--- src/design/tab_pkg.sv ---
/*
 holds the register map, field positions, reset values and timing counts
 of the timer block. assumes a 25 MHz system clock and 8-bit register data.
*/
package tab_pkg;
   // -----------------------------------------------------------------
   // register offsets
   // -----------------------------------------------------------------
   localparam logic [7:0] ADDR_BASIC_CTRL   = 8'h88;
   localparam logic [7:0] ADDR_FIRST_LOW    = 8'h8a;
   localparam logic [7:0] ADDR_SECOND_LOW   = 8'h8b;
   localparam logic [7:0] ADDR_FIRST_HIGH   = 8'h8c;
   localparam logic [7:0] ADDR_SECOND_HIGH  = 8'h8d;
   localparam logic [7:0] ADDR_AUX_CTRL     = 8'hc8;
   localparam logic [7:0] ADDR_AUX_CAP_LOW  = 8'hca;
   localparam logic [7:0] ADDR_AUX_CAP_HIGH = 8'hcb;
   localparam logic [7:0] ADDR_AUX_CNT_LOW  = 8'hcc;
   localparam logic [7:0] ADDR_AUX_CNT_HIGH = 8'hcd;

   // -----------------------------------------------------------------
   // basic timer control fields
   // -----------------------------------------------------------------
   localparam int BC_RUN0 = 0;
   localparam int BC_RUN1 = 1;
   localparam int BC_IE0  = 2;
   localparam int BC_IE1  = 3;
   localparam int BC_IE2  = 4;
   localparam int BC_TF0  = 5;
   localparam int BC_TF1  = 6;

   // -----------------------------------------------------------------
   // aux timer control fields
   // -----------------------------------------------------------------
   localparam int AC_TF2   = 7;
   localparam int AC_AUX_EXTERNAL_EVENT_FLAG  = 6;
   localparam int AC_RCLK  = 5;
   localparam int AC_TRANSMIT_CLOCK_SELECT  = 4;
   localparam int AC_EXEN  = 3;
   localparam int AC_RUN   = 2;
   localparam int AC_CT    = 1;
   localparam int AC_CPRL  = 0;

   // -----------------------------------------------------------------
   // reset values and timing
   // -----------------------------------------------------------------
   localparam logic [7:0]  RST_BYTE      = 8'h00;
   localparam logic [15:0] RST_WORD      = 16'h0000;
   localparam logic [7:0]  BYTE_ALL_ONES = 8'hff;
   localparam logic [15:0] WORD_ALL_ONES = 16'hffff;
   localparam int SYSTEM_CLOCK_HZ    = 25_000_000;
   localparam int AUX_DIVIDE   = 2;
   localparam int AUX_TICK_HZ  = SYSTEM_CLOCK_HZ / AUX_DIVIDE;
   localparam int AUX_WRAP     = 65536;
endpackage

--- src/design/tab_timer_top.sv ---
/*
 timer block: two 8-bit auto-reload timers, the 16-bit aux timer with
 bit-rate generator, capture and reload, and the register port.
 assumes pins are synchronous to clk and registers sit at sfr offsets.

*/
`timescale 1ns/10ps
module tab_timer_top (
   // clock and reset
   input  wire logic       clk,
   input  wire logic       rst_n,
   // register port
   input  wire logic [7:0] sfr_addr,
   input  wire logic       sfr_wr,
   input  wire logic [7:0] sfr_wdata,
   input  wire logic       sfr_rd,
   output logic      [7:0] sfr_rdata,
   // pins
   input  wire logic       aux_external_count_pin,
   input  wire logic       aux_capture_trigger_pin,
   // interrupt requests
   output logic            irq_first_timer,
   output logic            irq_second_timer,
   output logic            irq_aux_timer,
   // uart bit clocks
   output logic            rx_bit_clock,
   output logic            tx_bit_clock
);
   // -----------------------------------------------------------------
   // decode
   // -----------------------------------------------------------------
   function automatic logic hit(input logic [7:0] a);
      return sfr_wr && (sfr_addr == a);
   endfunction

   logic wr_basic;
   logic wr_aux;
   assign wr_basic = hit(tab_pkg::ADDR_BASIC_CTRL);
   assign wr_aux   = hit(tab_pkg::ADDR_AUX_CTRL);

   // -----------------------------------------------------------------
   // state
   // -----------------------------------------------------------------
   logic [7:0]  basic_timer_control;
   logic [7:0]  aux_timer_control;
   logic        half_en;
   logic        count_pin_q;
   logic        trig_pin_q;
   logic [7:0]  next_basic;
   logic [7:0]  next_aux;
   logic        next_half_en;
   logic [7:0]  next_rdata;
   logic        next_irq0;
   logic        next_irq1;
   logic        next_irq2;
   logic        next_rx_clk;
   logic        next_tx_clk;

   // -----------------------------------------------------------------
   // aliases of control fields
   // -----------------------------------------------------------------
   logic run0;
   logic run1;
   logic receive_clock_select;
   logic transmit_clock_select;
   logic aux_external_enable;
   logic aux_timer_run;
   logic aux_counter_timer_select;
   logic aux_capture_reload_select;
   logic baud_mode;
   assign run0                      = basic_timer_control[tab_pkg::BC_RUN0];
   assign run1                      = basic_timer_control[tab_pkg::BC_RUN1];
   assign receive_clock_select      = aux_timer_control[tab_pkg::AC_RCLK];
   assign transmit_clock_select     = aux_timer_control[tab_pkg::AC_TRANSMIT_CLOCK_SELECT];
   assign aux_external_enable       = aux_timer_control[tab_pkg::AC_EXEN];
   assign aux_timer_run             = aux_timer_control[tab_pkg::AC_RUN];
   assign aux_counter_timer_select  = aux_timer_control[tab_pkg::AC_CT];
   assign aux_capture_reload_select = aux_timer_control[tab_pkg::AC_CPRL];
   assign baud_mode = receive_clock_select | transmit_clock_select;

   // -----------------------------------------------------------------
   // pin edges
   // -----------------------------------------------------------------
   logic count_fall;
   logic trig_fall;
   assign count_fall = count_pin_q & ~aux_external_count_pin;
   assign trig_fall  = trig_pin_q & ~aux_capture_trigger_pin;

   // -----------------------------------------------------------------
   // aux timer tick and trigger
   // -----------------------------------------------------------------
   logic aux_tick;
   logic aux_trigger;
   // the external pin overrides the half-rate clock even in bit-rate mode
   assign aux_tick = aux_timer_run &&
                     (aux_counter_timer_select ? count_fall : half_en);
   // edges on the trigger pin are ignored while generating bit clocks
   assign aux_trigger = trig_fall && aux_external_enable && !baud_mode;

   // -----------------------------------------------------------------
   // counters
   // -----------------------------------------------------------------
   logic [7:0]  first_timer_count_low;
   logic [7:0]  first_timer_reload_high;
   logic [7:0]  second_timer_count_low;
   logic [7:0]  second_timer_reload_high;
   logic [15:0] aux_count;
   logic [15:0] aux_reload;
   logic        ovf0;
   logic        ovf1;
   logic        ovf2;

   // the low byte must be preset by software before the run bit is set
   tab_reload8 u_first (
      .clk       (clk),
      .rst_n     (rst_n),
      .tick      (run0),
      .wr_count  (hit(tab_pkg::ADDR_FIRST_LOW)),
      .wr_reload (hit(tab_pkg::ADDR_FIRST_HIGH)),
      .wdata     (sfr_wdata),
      .count     (first_timer_count_low),
      .reload    (first_timer_reload_high),
      .ovf       (ovf0)
   );

   tab_reload8 u_second (
      .clk       (clk),
      .rst_n     (rst_n),
      .tick      (run1),
      .wr_count  (hit(tab_pkg::ADDR_SECOND_LOW)),
      .wr_reload (hit(tab_pkg::ADDR_SECOND_HIGH)),
      .wdata     (sfr_wdata),
      .count     (second_timer_count_low),
      .reload    (second_timer_reload_high),
      .ovf       (ovf1)
   );

   tab_aux16 u_aux (
      .clk           (clk),
      .rst_n         (rst_n),
      .tick          (aux_tick),
      .trigger       (aux_trigger),
      .capture_sel   (aux_capture_reload_select),
      .reload_on_ovf (baud_mode || !aux_capture_reload_select),
      .wr_cnt_lo     (hit(tab_pkg::ADDR_AUX_CNT_LOW)),
      .wr_cnt_hi     (hit(tab_pkg::ADDR_AUX_CNT_HIGH)),
      .wr_cap_lo     (hit(tab_pkg::ADDR_AUX_CAP_LOW)),
      .wr_cap_hi     (hit(tab_pkg::ADDR_AUX_CAP_HIGH)),
      .wdata         (sfr_wdata),
      .count         (aux_count),
      .capture       (aux_reload),
      .ovf           (ovf2)
   );

   // -----------------------------------------------------------------
   // next values
   // -----------------------------------------------------------------
   always_comb begin
      next_half_en = !half_en;
      // software writes first, hardware sets win over a same-cycle clear
      next_basic = wr_basic ? sfr_wdata : basic_timer_control;
      next_basic[7] = 1'b0;
      if (ovf0) next_basic[tab_pkg::BC_TF0] = 1'b1;
      if (ovf1) next_basic[tab_pkg::BC_TF1] = 1'b1;
      next_aux = wr_aux ? sfr_wdata : aux_timer_control;
      if (ovf2) next_aux[tab_pkg::AC_TF2] = 1'b1;
      if (aux_trigger) next_aux[tab_pkg::AC_AUX_EXTERNAL_EVENT_FLAG] = 1'b1;

      next_irq0 = next_basic[tab_pkg::BC_TF0] && next_basic[tab_pkg::BC_IE0];
      next_irq1 = next_basic[tab_pkg::BC_TF1] && next_basic[tab_pkg::BC_IE1];
      next_irq2 = (next_aux[tab_pkg::AC_TF2] || next_aux[tab_pkg::AC_AUX_EXTERNAL_EVENT_FLAG]) &&
                  next_basic[tab_pkg::BC_IE2] &&
                  !(next_aux[tab_pkg::AC_RCLK] || next_aux[tab_pkg::AC_TRANSMIT_CLOCK_SELECT]);

      // one-cycle bit clock pulses, second timer when not selected
      next_rx_clk = receive_clock_select ? ovf2 : ovf1;
      next_tx_clk = transmit_clock_select ? ovf2 : ovf1;

      next_rdata = sfr_rdata;
      if (sfr_rd) begin
         unique case (sfr_addr)
            tab_pkg::ADDR_BASIC_CTRL:   next_rdata = basic_timer_control;
            tab_pkg::ADDR_FIRST_LOW:    next_rdata = first_timer_count_low;
            tab_pkg::ADDR_SECOND_LOW:   next_rdata = second_timer_count_low;
            tab_pkg::ADDR_FIRST_HIGH:   next_rdata = first_timer_reload_high;
            tab_pkg::ADDR_SECOND_HIGH:  next_rdata = second_timer_reload_high;
            tab_pkg::ADDR_AUX_CTRL:     next_rdata = aux_timer_control;
            tab_pkg::ADDR_AUX_CAP_LOW:  next_rdata = aux_reload[7:0];
            tab_pkg::ADDR_AUX_CAP_HIGH: next_rdata = aux_reload[15:8];
            tab_pkg::ADDR_AUX_CNT_LOW:  next_rdata = aux_count[7:0];
            tab_pkg::ADDR_AUX_CNT_HIGH: next_rdata = aux_count[15:8];
            default:                    next_rdata = tab_pkg::RST_BYTE;
         endcase
      end
   end

   // -----------------------------------------------------------------
   // registers
   // -----------------------------------------------------------------
   always_ff @(posedge clk) begin
      if (!rst_n) begin
         basic_timer_control <= tab_pkg::RST_BYTE;
         aux_timer_control   <= tab_pkg::RST_BYTE;
         half_en             <= 1'b0;
         count_pin_q         <= 1'b0;
         trig_pin_q          <= 1'b0;
         sfr_rdata           <= tab_pkg::RST_BYTE;
         irq_first_timer     <= 1'b0;
         irq_second_timer    <= 1'b0;
         irq_aux_timer       <= 1'b0;
         rx_bit_clock        <= 1'b0;
         tx_bit_clock        <= 1'b0;
      end else begin
         basic_timer_control <= next_basic;
         aux_timer_control   <= next_aux;
         half_en             <= next_half_en;
         count_pin_q         <= aux_external_count_pin;
         trig_pin_q          <= aux_capture_trigger_pin;
         sfr_rdata           <= next_rdata;
         irq_first_timer     <= next_irq0;
         irq_second_timer    <= next_irq1;
         irq_aux_timer       <= next_irq2;
         rx_bit_clock        <= next_rx_clk;
         tx_bit_clock        <= next_tx_clk;
      end
   end
endmodule

--- src/design/tab_reload8.sv ---
/*
 one 8-bit auto-reload counter: low byte counts, high byte holds reload.
 assumes tick is a level count enable (the top ties it to the run bit) and writes come from the register port.
*/
`timescale 1ns/10ps
module tab_reload8 (
   // clock and reset
   input  wire logic       clk,
   input  wire logic       rst_n,
   // count enable
   input  wire logic       tick,
   // register writes
   input  wire logic       wr_count,
   input  wire logic       wr_reload,
   input  wire logic [7:0] wdata,
   // state
   output logic      [7:0] count,
   output logic      [7:0] reload,
   output logic            ovf
);
   logic [7:0] next_count;
   logic [7:0] next_reload;

   assign ovf = tick && !wr_count && (count == tab_pkg::BYTE_ALL_ONES);

   always_comb begin
      next_count  = count;
      next_reload = reload;
      if (wr_reload) begin
         next_reload = wdata;
      end
      if (wr_count) begin
         next_count = wdata;
      end else if (ovf) begin
         next_count = reload;
      end else if (tick) begin
         next_count = count + 8'h01;
      end
   end

   always_ff @(posedge clk) begin
      if (!rst_n) begin
         count  <= tab_pkg::RST_BYTE;
         reload <= tab_pkg::RST_BYTE;
      end else begin
         count  <= next_count;
         reload <= next_reload;
      end
   end
endmodule

--- src/design/tab_aux16.sv ---
/*
 the 16-bit auxiliary counter with its capture/reload word.
 assumes tick and trigger are one-cycle enables from the control logic.
*/
`timescale 1ns/10ps
module tab_aux16 (
   // clock and reset
   input  wire logic        clk,
   input  wire logic        rst_n,
   // events and mode
   input  wire logic        tick,
   input  wire logic        trigger,
   input  wire logic        capture_sel,
   input  wire logic        reload_on_ovf,
   // register writes
   input  wire logic        wr_cnt_lo,
   input  wire logic        wr_cnt_hi,
   input  wire logic        wr_cap_lo,
   input  wire logic        wr_cap_hi,
   input  wire logic [7:0]  wdata,
   // state
   output logic      [15:0] count,
   output logic      [15:0] capture,
   output logic             ovf
);
   logic [15:0] next_count;
   logic [15:0] next_capture;

   assign ovf = tick && (count == tab_pkg::WORD_ALL_ONES);

   always_comb begin
      next_count   = count;
      next_capture = capture;
      if (ovf) begin
         // period is AUX_WRAP minus the reload word, or AUX_WRAP when reload_on_ovf is low and RST_WORD is loaded
         next_count = reload_on_ovf ? capture : tab_pkg::RST_WORD;
      end else if (tick) begin
         next_count = count + 16'h0001;
      end
      if (trigger) begin
         if (capture_sel) begin
            next_capture = count;
         end else begin
            next_count = capture;
         end
      end
      if (wr_cnt_lo) next_count[7:0] = wdata;
      if (wr_cnt_hi) next_count[15:8] = wdata;
      if (wr_cap_lo) next_capture[7:0] = wdata;
      if (wr_cap_hi) next_capture[15:8] = wdata;
   end

   always_ff @(posedge clk) begin
      if (!rst_n) begin
         count   <= tab_pkg::RST_WORD;
         capture <= tab_pkg::RST_WORD;
      end else begin
         count   <= next_count;
         capture <= next_capture;
      end
   end
endmodule

--- config.mk ---
export PLATFORM = sky130hd
export DESIGN_NAME = tab_timer_top
export DESIGN_NICKNAME = d
export VERILOG_FILES = /design/src/design/tab_pkg.sv /design/src/design/tab_timer_top.sv /design/src/design/tab_reload8.sv /design/src/design/tab_aux16.sv
export SDC_FILE = /design/constraint.sdc
export NUM_CORES = 1
export LEC_CHECK = 0
export BUFFER_PORTS_ARGS = -buffer_cell sky130_fd_sc_hd__buf_2
export CORE_ASPECT_RATIO = 1.4
export CORE_UTILIZATION = 40
export CTS_CLUSTER_DIAMETER = 80
export DETAILED_ROUTE_END_ITERATION = 16
export PLACE_DENSITY = 0.59
export SLEW_MARGIN = 30
export SYNTH_ARGS = -nofsm -noshare
export SYNTH_HDL_FRONTEND = slang
export SYNTH_SLANG_ARGS = --single-unit
--- constraint.sdc ---
create_clock -name clk -period 5.3 [get_ports clk]
set_clock_uncertainty 0.1 [all_clocks]
set_input_delay 1.06 -clock clk [delete_from_list [all_inputs] [get_ports clk]]
set_output_delay 1.06 -clock clk [all_outputs]
set_load 0.005 [all_outputs]
**After elaboration in Yosys (flattened, before gate mapping)**

Cells that the tools add are included.
W data, S select, Z words.

- Register bits after elaboration: 95
- Latch bits: 0
- Memory bits (writable): 0
- ROM bits: 0
- Input port bits: 22
- Output and inout bits: 13
- Word-level logic and storage cells: 107
- Memories kept: 0

- $add $sub $neg: 3
- Multipliers: 0
- Div/mod/pow operators: 0
- $lt $le $gt $ge: 0
- Equality and inequality tests: 13
- Shift operators: 0
- Mux-type cells: 27
- Bitwise logic cells: 5
- Reductions and logical operators: 39

Operators by type and width:

| operator | count |
|---|---|
| $mux W16 | 7 |
| $eq A8 B8 Y1 const B | 12 |
| $mux W8 | 11 |
| $pmux W8 S10 | 1 |
| $logic_and A1 B1 Y1 | 22 |
| $add A16 B1 Y16 const B | 1 |
| $add A8 B1 Y8 const B | 2 |
| $eq A16 B16 Y1 const B | 1 |
| $reduce_bool A2 Y1 | 4 |
| $mux W1 | 7 |
| $mux W7 | 1 |
| $logic_not A1 Y1 | 6 |
| $reduce_bool A3 Y1 | 2 |
| $reduce_and A2 Y1 | 2 |
| $logic_or A1 B1 Y1 | 3 |
| $and A1 B1 Y1 | 2 |
| $not A1 Y1 | 2 |
| $or A1 B1 Y1 | 1 |

**Longest topological paths before layout**

- Word-level depth: 9
- Depth in mapped cells: 8
- Gate-level depth less buffers: 6

**Modules after synthesis**

From an unflattened synthesis, not the netlist that was laid out.

- Cells, all modules: 648
- Area, all modules: 5619.1 µm²

By module, submodules not included:

| module | times used | cells each | area an instance (µm²) | sequential area each (µm²) |
|---|---|---|---|---|
| tab_timer_top | 1 | 239 | 2064.5 | 620.6 |
| tab_aux16 | 1 | 223 | 1908.1 | 640.6 |
| tab_reload8 | 2 | 93 | 823.3 | 320.3 |

**Worst setup path after synthesis**

OpenSTA, ideal clock, no wires.

- Path type: input port to flip-flop
- Start point: in sfr_addr[0]
- End point: reg irq_second_timer
- Setup time: 0.131 ns
- Arrival time: 2.643 ns
- Required time: 5.069 ns
- Setup slack: 2.426 ns
- Cell stages on the path: 7
- Buffers on the path: 2
- Path through: buf_6 or4b_1 clkbuf_2 nor3_4 mux2_2 nor2_2 nor3_2

- Word-level cells in the longest chain between the ends: 7
- Elaborated cells on any way between the ends: 10
- Those cells by class: 2 x eq/ne; 2 x mux; 6 x reduce/logical

Ends and longest elaborated chain:

| what | line | source |
|---|---|---|
| start: declaration | tab_timer_top.sv:13 | `input wire logic [7:0] sfr_addr,` |
| $eq A8 B8 Y1 | tab_timer_top.sv:33 | `return sfr_wr && (sfr_addr == a);` |
| $logic_and A1 B1 Y1 | tab_timer_top.sv:33 |  |
| $logic_not A1 Y1 | tab_reload8.sv:24 | `assign ovf = tick && !wr_count && (count == tab_pkg::BYTE_ALL_ONES);` |
| $logic_and A1 B1 Y1 (2 in series) | tab_reload8.sv:24 |  |
| $mux W1 | tab_timer_top.sv:164 | `if (ovf1) next_basic[tab_pkg::BC_TF1] = 1'b1;` |
| $logic_and A1 B1 Y1 * | tab_timer_top.sv:170 | `next_irq1 = next_basic[tab_pkg::BC_TF1] && next_basic[tab_pkg::BC_IE1];` |
| end signal: assignment | tab_timer_top.sv:221 | `irq_second_timer <= next_irq1;` |
| end: declaration | tab_timer_top.sv:23 | `output logic irq_second_timer,` |

Every way passes the cells marked *; elsewhere a longest branch is shown, timed or not.
A chain may end at the register's enable or synchronous reset.

**Worst setup path after layout**

- Start point: in sfr_addr[6]
- End point: reg u_aux.count[3]

- Word-level cells in the longest chain between the ends: 3

Ends and longest elaborated chain:

| what | line | source |
|---|---|---|
| $eq A8 B8 Y1 | tab_timer_top.sv:33 |  |
| $logic_and A1 B1 Y1 | tab_timer_top.sv:33 |  |
| $mux W8 | tab_aux16.sv:47 | `if (wr_cnt_lo) next_count[7:0] = wdata;` |
| end signal: assignment | tab_aux16.sv:55 | `count <= tab_pkg::RST_WORD;` |
| end signal: assignment | tab_aux16.sv:58 | `count <= next_count;` |
| end: declaration | tab_aux16.sv:22 | `output logic [15:0] count,` |

No other way between the ends.

==> results.yml <==
power:
  switching_power_mw: 0.3444
  ir_drop_uv: 141.0
  p_per_area_nw_per_um2: 251.3
  p_int_mw: 1.164
  switching_share_pct: 22.83
  p_clk_share_pct: 46.9
  p_comb_share_pct: 5.5
  power_leakage_nw: 2.287
  power.share.sequential_pct: 47.6
timing:
  report.final.slew_viol_count: 0
  tightest_slew_ns: 1.023
  finalSetupTns_ns: 0
  setup_viol: 0
  fin_crit_sh_pct: 62.14
  final-hold-violation-count: 0
  maxSlewHeadroom_pct: 30.04
  max_freq_mhz: 303.6
  min_period_ns: 3.294
  rsz0062_at_grt: "no"
clock_tree:
  clk_path_buf_depth: 2
  clock_sinks: 95
  cts_root_buffer: "clkbuf_16"
  cts_resized: 0
  post_cts_buffers: 0
  clk_pin_slew_ns: 0.07
  hold_buffers: 0
  cts_max_level: 3
  cts_tree: "done"
  numCtsBuffers: 9
  clock_latency_ns: 0.35
flow_run:
  max-cap-violations: 0
global_route:
  grt_max_degree: 36
  antenna_found_initial: 1
  grt_overflow: 0
  grt_pass1_wl_um: 27640
  track_usage_pct: 26.14
  grt_pass1_vias: 4822
finish:
  syn2layout_area_growth_pct: 8.996
  drive_above_1_share_pct: 11.16
  ff_latch_area_um2: 1902
  final_cell_mix: "dfxtp_1, mux2i_1, nor2_1"
  instances_no_fill: 819
  multi_input_area_um2: 3321
  finalNetCount: 656
  nFillCells: 1377
  final_common_cell: "dfxtp_1"
floorplanning:
  die_area_um2: 14250
  start_util_pct: 41.14
  core_area_um2: 13390
  num_rows: 50
  fp.dieH_um: 140.8
  ios: 35
  fp.dieW_um: 101.2
route:
  dr.pass1.iters: 5
  antenna_left: 0
  wl_per_cell_um: 21.89
  dr_total_vias: 5014
  vias_per_cell: 6.122
  drt_iter0_markers: 402
  drc: 0
  routed_wl_um: 17930
yosys:
  synthFlopType: "dfxtp_1"
  synth_nets: 664
  synthCells: 639
  yosys_register_bits: 95
  synth-async-reset-ratio_pct: 0
  netlist-cell-type-count: 69
  synth-edff-count: 0
  ys_seq_area_share_pct: 34.53
  ys_warn_count: 0
  syn_area_um2: 5508
  syn_area_per_cell_um2: 8.619
critical_path:
  r2r-start: "aux_timer_control[1]"
  cp_max_fo: 34
  worstPathRequired_ns: 5.49
  startpoint_type: "input port"
  startpoint: "sfr_addr[6]"
  arrival_ns: 3.48
  worstSetupPathType: "input port to flip-flop"
  endpoint_kind: "flip-flop"
worst_hold_path:
  min_from: "half_en"
  hold_path_class: "flip-flop to flip-flop"
place:
  post-place-cells: 802
  port_buffers: 34
  place.gp.congestion: 0.9430
  place_hpwl_um: 13190
run_status:
  status: "complete, no violations"
==> power groups by stage <==
stage	sequential [mW]	combinational [mW]	clock (mW)
6_report	0.718	0.0823	0.708
3_3_place_gp	0.735	0.0800	0
4_1_cts	0.718	0.0808	0.723
3_5_place_dp	0.735	0.0805	0
5_1_grt	0.718	0.0877	0.744
2_1_floorplan	0.734	0.0537	0
==> stage by stage <==
step | worst slack, ns | power, mW | cell area (µm²) | hold WS, ns | util, %
finish | 2.006 | 1.509 | 6003 | 0.3487 | 44.84
global route | 1.845 | 1.550 | 6001 | 0.3760 | 44.82
CTS | 2.054 | 1.522 | 6001 | 0.3522 | 44.82
detailed placement | 1.719 | 0.8153 | 5677 | 0.3376 | 42.40
global placement | 1.801 | 0.8147 | 5677 | 0.3299 | 42.40
floorplan | 2.426 | 0.7873 | 5508 | 0.3075 | -
==> path summary, 6_finish.rpt <==
check | end | slack, ns | depth (start not counted)
setup / recovery | u_aux.count[3] | 2.01 | 6
hold / removal | half_en | 0.35 | 1
setup reg to reg | u_aux.count[8] | 2.56 | 5
hold reg to reg | half_en | 0.35 | 1
==> cell families after synthesis <==
group / after synthesis / share of synthesized area (%)
simple gates: 209 / 20.85
flops: 95 / 34.53
buf+inv: 67 / 5.179
compound gates: 178 / 21.81
xor+xnor: 12 / 1.908
mux: 75 / 15.04
fa+ha+maj: 3 / 0.6816
==> per-layer routing <==
| metal | wire (µm) | track usage [%] | part of all wire [%] | vias to the layer above |
|---|---|---|---|---|
| met5 | 0 | 0 | 0 | - |
| met4 | 805 | 14.26 | 4.5 | 0 |
| met3 | 942 | 4.313 | 5.3 | 39 |
| met2 | 8974 | 43.82 | 50 | 185 |
| met1 | 7204 | 31.52 | 40 | 2410 |
| li1 | - | - | - | 2380 |
==> sequential cells by signal, indices dropped and copies added (netlist names), 7 cells and up <==
name / flops
u_aux.count: 16
sfr_rdata: 8
aux_timer_control: 8
u_first.count: 8
u_first.reload: 8
u_second.count: 8
u_second.reload: 8
basic_timer_control: 7
u_aux.capture: 16
==> cells in the mapped netlist, types with 3 or more instances <==
library cell,number,area (µm²)
dfxtp_1,95,1902
mux2i_1,64,640.6
nor2_1,63,236.5
nand2_1,43,161.4
clkbuf_1,37,138.9
o21ai_0,33,165.2
a21oi_1,32,160.2
a211oi_1,23,172.7
a31oi_1,16,100.1
nand3_1,14,70.07
buf_2,13,65.06
and3_1,12,75.07
inv_1,12,45.04
and4_1,11,96.34
o31ai_1,11,82.58
and2_1,9,56.30
a22oi_1,8,60.06
o22ai_1,8,50.05
a21o_1,7,52.55
mux2_2,6,67.56
or3_1,6,37.54
xnor2_1,6,52.55
xor2_1,6,52.55
nor3_1,5,25.02
o211ai_1,5,37.54
a21boi_0,4,30.03
and3b_1,4,35.03
nand4_1,4,25.02
nor2b_1,4,25.02
nor3b_1,4,30.03
a2111oi_0,3,26.28
a221oi_1,3,26.28
a22o_1,3,26.28
a41oi_1,3,26.28
ha_1,3,37.54
mux4_2,3,67.56
nand2b_1,3,18.77
nand3b_1,3,22.52
nand4b_1,3,26.28
==> critical path: stages <==
cell and delay, ns:
buf_2 0.63, clkinv_1 0.52, nor4_1 0.90, nand2_1 0.14, o31ai_1 0.11, a21o_1 0.12
==> layout make-up <==
type                            count  area share [%]
Clock inverter                      5           1.355
Antenna cell                        1         0.04168
Inverter                           13          0.8128
Timing Repair Buffer               35           2.960
Multi-Input combinational cell    477           55.31
Clock buffer                       11           4.043
Tap cell                          182           3.793
Sequential cell                    95           31.68
No activity file was read; power rests on OpenSTA's default activity.
